$ cat src/rrsl_defs.svh
// constants for the rotate / literal-subtract datapath
`ifndef RRSL_DEFS_SVH
`define RRSL_DEFS_SVH
`define RRSL_DATA_W     8
`define RRSL_W_RST      8'h00
`define RRSL_CARRY_RST  1'h0
`define RRSL_DEST_W     1'h0
`define RRSL_DEST_F     1'h1
`define RRSL_NIB_W      4
`endif

$ cat src/rrsl_pkg.sv
// types for the rotate / literal-subtract datapath
package rrsl_pkg;
  typedef enum logic [1:0] {
    no_op                         = 2'b00,
    rotate_right_through_carry_op = 2'b01,
    subtract_w_from_literal_op    = 2'b10
  } rrsl_op_t;

  typedef struct packed {
    rrsl_op_t   op;
    logic       dest_f;
    logic [7:0] lit;
    logic [7:0] file_val;
  } rrsl_req_t;

  typedef struct packed {
    logic carry;
    logic digit_carry_flag;
    logic zero;
  } rrsl_flags_t;
endpackage
$ cat src/rrsl_core.sv
// execution datapath: rotate right through carry and subtract w from literal
// Functional notes
// - rotate file register right through carry
// - destination bit picks w or file
// - literal minus w by two's complement
// - 8-bit literal operand, result into w
`include "rrsl_defs.svh"
module rrsl_core #(
  parameter int DATA_W = `RRSL_DATA_W
) (
  input  wire logic                   ref_clk,
  input  wire logic                   sys_rst,
  input  wire rrsl_pkg::rrsl_req_t    req,
  input  wire logic                   req_valid,
  output logic [7:0]                  w_reg,
  output rrsl_pkg::rrsl_flags_t       flags_reg,
  output logic [7:0]                  file_wr_data_reg,
  output logic                        file_wr_en_reg
);
  import rrsl_pkg::*;

  if (DATA_W != 8) begin : g_chk
    $error("rrsl_core supports only an 8-bit datapath");
  end

  // decode; code 11 or req_valid low falls through as idle
  wire logic       is_rot     = req_valid && (req.op == rotate_right_through_carry_op);
  wire logic       is_subl    = req_valid && (req.op == subtract_w_from_literal_op);
  wire logic       rot_to_f   = is_rot && (req.dest_f == `RRSL_DEST_F);
  wire logic       rot_to_w   = is_rot && (req.dest_f == `RRSL_DEST_W);

  // rotate: old carry enters bit 7, bit 0 leaves into carry
  wire logic [7:0] rot_res;
  for (genvar b = 0; b < 7; b++) begin : g_rot
    assign rot_res[b] = req.file_val[b+1];
  end
  assign rot_res[7] = flags_reg.carry;
  wire logic       rot_carry  = req.file_val[0];

  // lit + ~w + 1; the ninth bit is the no-borrow carry
  wire logic [8:0] sub_sum    = {1'b0, req.lit} + {1'b0, ~w_reg} + 9'h001;
  wire logic [4:0] nib_sum    = {1'b0, req.lit[3:0]} + {1'b0, ~w_reg[3:0]} + 5'h01;
  wire logic [7:0] sub_res    = sub_sum[7:0];

  logic [7:0]  w_next;
  rrsl_flags_t flags_next;
  logic [7:0]  fwd_next;
  logic        fwe_next;

  always_comb begin
    w_next     = w_reg;
    flags_next = flags_reg;
    fwd_next   = file_wr_data_reg;
    fwe_next   = 1'b0;
    if (is_rot) begin
      flags_next.carry = rot_carry;
      if (rot_to_f) begin
        fwd_next = rot_res;
        fwe_next = 1'b1;
      end else begin
        w_next = rot_res;
      end
    end else if (is_subl) begin
      w_next                      = sub_res;
      flags_next.carry            = sub_sum[8];
      flags_next.digit_carry_flag = nib_sum[4];
      flags_next.zero             = (sub_res == 8'h00);
    end
  end

  // one register per block; reset is synchronous like the rest of the core
  always_ff @(posedge ref_clk) begin
    if (sys_rst) begin
      w_reg <= `RRSL_W_RST;
    end else begin
      w_reg <= w_next;
    end
  end

  always_ff @(posedge ref_clk) begin
    if (sys_rst) begin
      flags_reg <= '{carry: `RRSL_CARRY_RST, digit_carry_flag: 1'h0, zero: 1'h0};
    end else begin
      flags_reg <= flags_next;
    end
  end

  always_ff @(posedge ref_clk) begin
    if (sys_rst) begin
      file_wr_data_reg <= 8'h00;
    end else begin
      file_wr_data_reg <= fwd_next;
    end
  end

  always_ff @(posedge ref_clk) begin
    if (sys_rst) begin
      file_wr_en_reg <= 1'h0;
    end else begin
      file_wr_en_reg <= fwe_next;
    end
  end
endmodule

$ cat config.mk
export PLATFORM = sky130hd
export DESIGN_NAME = rrsl_core
export DESIGN_NICKNAME = d
export VERILOG_FILES = /design/src/rrsl_pkg.sv /design/src/rrsl_core.sv
export VERILOG_INCLUDE_DIRS = /design/src
export SDC_FILE = /design/constraint.sdc
export NUM_CORES = 1
export LEC_CHECK = 0
export ABC_AREA = 1
export BUFFER_PORTS_ARGS = -buffer_cell sky130_fd_sc_hd__buf_2
export CORE_UTILIZATION = 45
export DETAILED_ROUTE_END_ITERATION = 6
export MAX_ROUTING_LAYER = met4
export PLACE_DENSITY = 0.76
export SYNTH_ARGS = -nofsm -noshare
export SYNTH_HDL_FRONTEND = slang
export SYNTH_SLANG_ARGS = --single-unit
$ cat constraint.sdc
create_clock -name ref_clk -period 1.7 [get_ports ref_clk]
set_clock_uncertainty 0.1 [all_clocks]
set_input_delay 0.425 -clock ref_clk [delete_from_list [all_inputs] [get_ports ref_clk]]
set_output_delay 0.425 -clock ref_clk [all_outputs]
set_load 0.02 [all_outputs]
# ---- Word-level counts from Yosys, hierarchy flattened
# Cells that the tools add are included.
dict set report op_classes {
  n_addsub 4
  eq_ne 3
  mux 6
  n_bitwise 3
  reduce_logical 9
}
# op count
set op_table {}
lappend op_table {{$mux W8} 3}
lappend op_table {{$add A8 B8 Y9} 1}
lappend op_table {{$add A9 B1 Y9 const B} 1}
lappend op_table {{$logic_not A8 Y1} 1}
lappend op_table {{$not A8 Y8} 1}
lappend op_table {{$reduce_and A2 Y1} 3}
lappend op_table {{$add A4 B4 Y5} 1}
lappend op_table {{$add A5 B1 Y5 const B} 1}
lappend op_table {{$not A4 Y4} 1}
lappend op_table {{$logic_and A1 B1 Y1} 3}
lappend op_table {{$mux W3} 1}
lappend op_table {{$eq A2 B1 Y1 const B} 1}
lappend op_table {{$eq A2 B2 Y1 const B} 1}
lappend op_table {{$mux W1} 2}
lappend op_table {{$ne A2 B2 Y1 const B} 1}
lappend op_table {{$reduce_bool A2 Y1} 1}
lappend op_table {{$reduce_or A2 Y1} 1}
lappend op_table {{$not A1 Y1} 1}
dict set report totals {
  register_bits 20
  input_bits 22
  out_inout_bits 20
  elab_cells 31
}

# ---- Depth between registers and ports, before layout
dict set report depth {
  word_depth 6
  mapped_depth 12
  ltp_nobuf 12
}

# ---- Least setup slack after synthesis
# Ideal clock, no wire load.
dict set report synth_path {
  path_type {input-to-reg}
  from {in req[8] in the netlist's numbering}
  to {reg flags_reg[0] in the netlist's numbering}
  setup_ps 66
  arrival_ps 1708
  required_time_ps 1534
  setup_slack_ps -174
  stages 12
  n_path_buf 0
  cell_sequence {inv_1 > ha_1 > fa_1 > inv_1 > nand2_1 > nand2_1 > nand3_1 > nand2_1 > nand3_1 > nor2_1 > nand3_1 > a21oi_2}
}
dict set report synth_between {
  elab_chain_cells 3
}
# item line_no
set synth_lines {}
lappend synth_lines {{from (decl)} rrsl_core.sv:13} ;# input wire rrsl_pkg::rrsl_req_t req,
lappend synth_lines {{$add A8 B8 Y9} rrsl_core.sv:41} ;# wire logic [8:0] sub_sum = {1'b0, req.lit} + {1'b0, ~w_reg} + 9'h001;
lappend synth_lines {{$add A9 B1 Y9} rrsl_core.sv:41}
lappend synth_lines {{$logic_not A8 Y1} rrsl_core.sv:67} ;# flags_next.zero = (sub_res == 8'h00);
lappend synth_lines {{to (signal assigned)} rrsl_core.sv:82} ;# flags_reg <= '{carry: `RRSL_CARRY_RST, digit_carry_flag: 1'h0, zero: 1'h0};
lappend synth_lines {{to (signal assigned)} rrsl_core.sv:84} ;# flags_reg <= flags_next;
lappend synth_lines {{to (decl)} rrsl_core.sv:16} ;# output rrsl_pkg::rrsl_flags_t flags_reg,
# No other way between the ends.
# A chain may end at the register's enable or synchronous reset.

# ---- Final worst setup path
dict set report layout_path {
  from {reg w_reg[0]}
  to {reg flags_reg[0] in the netlist's numbering}
}
dict set report layout_between {
  elab_chain_cells 4
}
# item line_no
set layout_lines {}
lappend layout_lines {{from (decl)} rrsl_core.sv:15} ;# output logic [7:0] w_reg,
lappend layout_lines {{from (signal assigned)} rrsl_core.sv:74} ;# w_reg <= `RRSL_W_RST;
lappend layout_lines {{from (signal assigned)} rrsl_core.sv:76} ;# w_reg <= w_next;
lappend layout_lines {{$not A8 Y8} rrsl_core.sv:41}
lappend layout_lines {{$add A8 B8 Y9} rrsl_core.sv:41}
lappend layout_lines {{$add A9 B1 Y9} rrsl_core.sv:41}
lappend layout_lines {{$logic_not A8 Y1} rrsl_core.sv:67}
# No other way between the ends.

==> impl_table.tex <==
\begin{tabular}{lr}
\hline
Metric & Value \\
\hline
\multicolumn{2}{l}{\textbf{Power}} \\
Net switching component of the power & 0.000446 W \\
Combinational cell fraction of total power & 0.402 \\
Total power density per cell area & 688 mW/mm\^{}2 \\
Sequential share of power & 0.389 \\
Relative contribution of the clock network to total power & 0.210 \\
Total internal power & 0.000860 W \\
Sw frac & 0.342 \\
Leakage power total & 0.986 nW \\
Largest voltage drop on the vdd net & 0.838 mV \\
\multicolumn{2}{l}{\textbf{Timing}} \\
Final hold violations & 0 \\
Setup violations, final & 3 \\
Final count of pins violating max slew & 0 \\
Share of the clock period used by the worst path after layout & 1.08 \\
Hold\_ws & 219 ps \\
Max-Slew Margin vs Limit & 0.688 \\
Pin slew with the least headroom to its limit & 467 ps \\
Achievable Freq & 547 MHz \\
Setup repair after global routing missed its margin & true \\
Crit path time final & 1830 ps \\
Setup slack of the critical path after layout & -129 ps \\
\multicolumn{2}{l}{\textbf{CTS}} \\
CTS tree & done \\
Clock buffers created by TritonCTS & 3 \\
Register clock-pin slew on the reported worst setup and hold paths & 110 ps \\
Clk\_lat worst skew & 300 ps \\
CTS Root Cell & clkbuf\_4 \\
Number of sinks driven by the clock tree & 20 \\
Buffers from clock root to sink, at most & 2 \\
Hold bufs inserted after CTS & 0 \\
Deepest level of the CTS H-tree & 1 \\
\multicolumn{2}{l}{\textbf{Routing}} \\
First DRT Iteration DRCs & 26 \\
Via total after detailed routing & 1,432 \\
Number of vias per cell after detailed routing & 5.06 \\
Sum of routed wire length over all layers & 3480 um \\
Total iterations of the first detailed-routing run & 4 \\
Final ANT Viol Nets & 0 \\
Avg WL per Cell & 12.3 um \\
\# DRC & 0 \\
\multicolumn{2}{l}{\textbf{Global route}} \\
Number of antenna violations at the first check in global routing & 0 \\
Total global routing track utilization & 0.216 \\
Total congestion overflow after global routing & 0 \\
Global-route wire length before repair & 5380 um \\
Pin count of the biggest net entering global routing & 17 \\
Via count of the first global-routing pass & 1,310 \\
\multicolumn{2}{l}{\textbf{Critical path}} \\
Class of the most critical setup path & flip-flop to flip-flop \\
Critical path data required time & 1850 ps \\
Flop-to-flop setup slack & -130 ps \\
Nature of the critical path startpoint & flip-flop \\
Beginning of the worst register-to-register path & w\_reg[0]\$\_SDFFE\_PP0P\_ \\
Type of destination of the critical path & flip-flop \\
Capture instance of the worst register-to-register path & flags\_reg[0]\$\_SDFFE\_PP0P\_ \\
Count of cells along the worst register-to-register path & 8 \\
Critical Path End & flags\_reg[0]\$\_SDFFE\_PP0P\_ \\
Data arrival time of the critical path & 1980 ps \\
Critical path fanouts, max & 2 \\
Worst setup path start & w\_reg[0]\$\_SDFFE\_PP0P\_ \\
\multicolumn{2}{l}{\textbf{Outcome}} \\
Run status & finished with violations \\
Violated checks & negative setup slack \\
\multicolumn{2}{l}{\textbf{Floorplanning}} \\
Effective utilization at floorplan & 0.475 \\
Full die area & 0.00313 mm\^{}2 \\
Area of the core & 0.00276 mm\^{}2 \\
I/O pin total & 42 \\
Floorplan die height & 56.0 um \\
Width of the chip & 56.0 um \\
Row count & 19 \\
\multicolumn{2}{l}{\textbf{Synth}} \\
Post-Syn Area per Cell & 6.97 um\^{}2 \\
Cells after synthesis & 188 \\
Post-Syn Area & 0.00131 mm\^{}2 \\
Synthesized Nets & 219 \\
Post-synthesis register bit count & 20 \\
Largest cells by area after synthesis & dfxtp\_1 (31\%), nand2\_1 (15\%), nand3\_1 (8.8\%), inv\_1 (8.3\%), ha\_1 (7.6\%) \\
Largest area contributor in the synthesized netlist & dfxtp\_1 \\
Primary flip-flop cell chosen by synthesis mapping & dfxtp\_1 \\
Number of unique standard cell types used by synthesis & 31 \\
Proportion of synthesized chip area in sequential cells & 0.305 \\
Share of async-settable or async-resettable flops after synthesis & 0 \\
Top-area cell type share of the netlist area & 0.305 \\
Synthesis Warnings & 0 \\
Number of flops mapped to enable cells by yosys & 0 \\
\multicolumn{2}{l}{\textbf{Placement}} \\
Number of buffer cells added on primary ports & 41 \\
Global placement routability congestion & 0.901 \\
Post-detailed-placement half-perimeter wirelength & 2550 um \\
\multicolumn{2}{l}{\textbf{Final layout}} \\
Post-layout net count & 284 \\
Area occupied by multi-input gates & 925 um\^{}2 \\
Area growth from synthesis to layout & 44.8\% \\
Share of the core filled with cells in the final layout & 0.688 \\
Share of final-layout standard cells stronger than drive strength 1 & 0.484 \\
FF/Latch Area & 409 um\^{}2 \\
Count of antenna diodes in the layout & 0 \\
Fill cells & 247 \\
\multicolumn{2}{l}{\textbf{Run}} \\
Number of maximum-capacitance violations & 0 \\
\multicolumn{2}{l}{\textbf{Hold path}} \\
Tightest Hold Check Type & input pin to flip-flop \\
\hline
\end{tabular}
==> critical path: stages (launching register included) <==
cell     delay, ps
dfxtp_2        350
ha_4           160
fa_2           560
nand3_2         90
nor2_2         100
nand3_2         90
nor2_2         100
nand3_1         90
a21oi_2        130
==> worst min-delay path by stage <==
stage / startpoint / end / slack (ps) / cells past startpoint
after global routing: req[2] / file_wr_data_reg[1]$_SDFFE_PP0P_ / 220 / 3
after detailed placement: file_wr_data_reg[4]$_SDFFE_PP0P_ / file_wr_data_reg[4]$_SDFFE_PP0P_ / 360 / 2
after CTS: req[4] / file_wr_data_reg[3]$_SDFFE_PP0P_ / 220 / 3
final: req[4] / file_wr_data_reg[3]$_SDFFE_PP0P_ / 220 / 3
after global placement: file_wr_data_reg[1]$_SDFFE_PP0P_ / file_wr_data_reg[1]$_SDFFE_PP0P_ / 360 / 2
after floorplan: sys_rst / flags_reg[0]$_SDFFE_PP0P_ / 390 / 1
==> placed cells by master, fill, tap and decap left out, drive strengths merged <==
cell	Yosys	layout
inv	33	33
a31oi	3	3
nor3	1	1
clkbuf	1	4
dfxtp	20	20
o21ai	12	12
a211oi	3	3
nand4	2	2
or2	1	1
nand3	25	25
nand2	53	53
buf	1	62
nand3b	1	1
a21o	1	1
o211ai	1	1
fa	1	1
xnor2	1	1
a21oi	8	8
o21bai	2	2
ha	8	8
nor2	10	10
==> power groups by stage <==
stage	registers (W)	logic, W	clock network, W
final	0.000508	0.000525	0.000274
after global routing	0.000510	0.000578	0.000306
after CTS	0.000507	0.000473	0.000276
after detailed placement	0.000516	0.000433	0
after global placement	0.000516	0.000426	0
after floorplan	0.000541	0.000232	0
==> cell usage after synthesis, types with 2 or more instances <==
cell      number
a21oi_1        7
inv_2          3
nor2_1         8
a211oi_2       3
a31oi_1        3
o21ai_0        8
inv_1         29
o21bai_1       2
dfxtp_1       20
nand3_1       23
nand4_1        2
nor2_4         2
nand2_1       52
o21ai_1        2
ha_1           8
==> through the flow <==
stage / area (um^2) / total power [W] / setup WS, ps / setup TNS, ps / std cells
2_1_floorplan: 1320 / 0.000773 / -92.8 / -93.5 / 188
3_3_place_gp: 1700 / 0.000942 / -249 / -1190 / 278
3_5_place_dp: 1700 / 0.000949 / -271 / -1330 / 278
4_1_cts: 1810 / 0.00126 / -46.3 / -57.8 / 282
5_1_grt: 1900 / 0.00139 / -232 / -514 / 283
6_report: 1900 / 0.00131 / -129 / -244 / 283
==> layer usage <==
metal  GRT usage  wire length, um  vias up
met4      0.0314               19        0
met5           -                0        -
li1            -                -      741
met2       0.376             1740       33
met1       0.267             1590      656
met3      0.0419              121        2
==> repair_timing <==
| action | in CTS | in global routing |
|---|---|---|
| setup buffers | 0 | 1 |
| gates resized for setup | 14 | 25 |
| pin swaps | 3 | 13 |
| endpoints found under the setup margin | 4 | 6 |
==> kinds of logic (layout without fill, tap and decap cells) <==
group | count (synthesis) | in the layout | synth area share
buf+inv | 35 | 99 | 0.108
fa+ha+maj | 9 | 9 | 0.0916
compound gates | 30 | 30 | 0.156
simple gates | 93 | 93 | 0.332
flops | 20 | 20 | 0.305
xor+xnor | 1 | 1 | 0.00668
==> area by class of cell <==
cell class	count	share of cell area
repair buffers	62	0.191
clock buffers	4	0.0191
multi-input cells	133	0.487
inverters	33	0.0666
flip-flops and latches	20	0.216
well taps	31	0.0204
(Power assumes the default switching activity.)
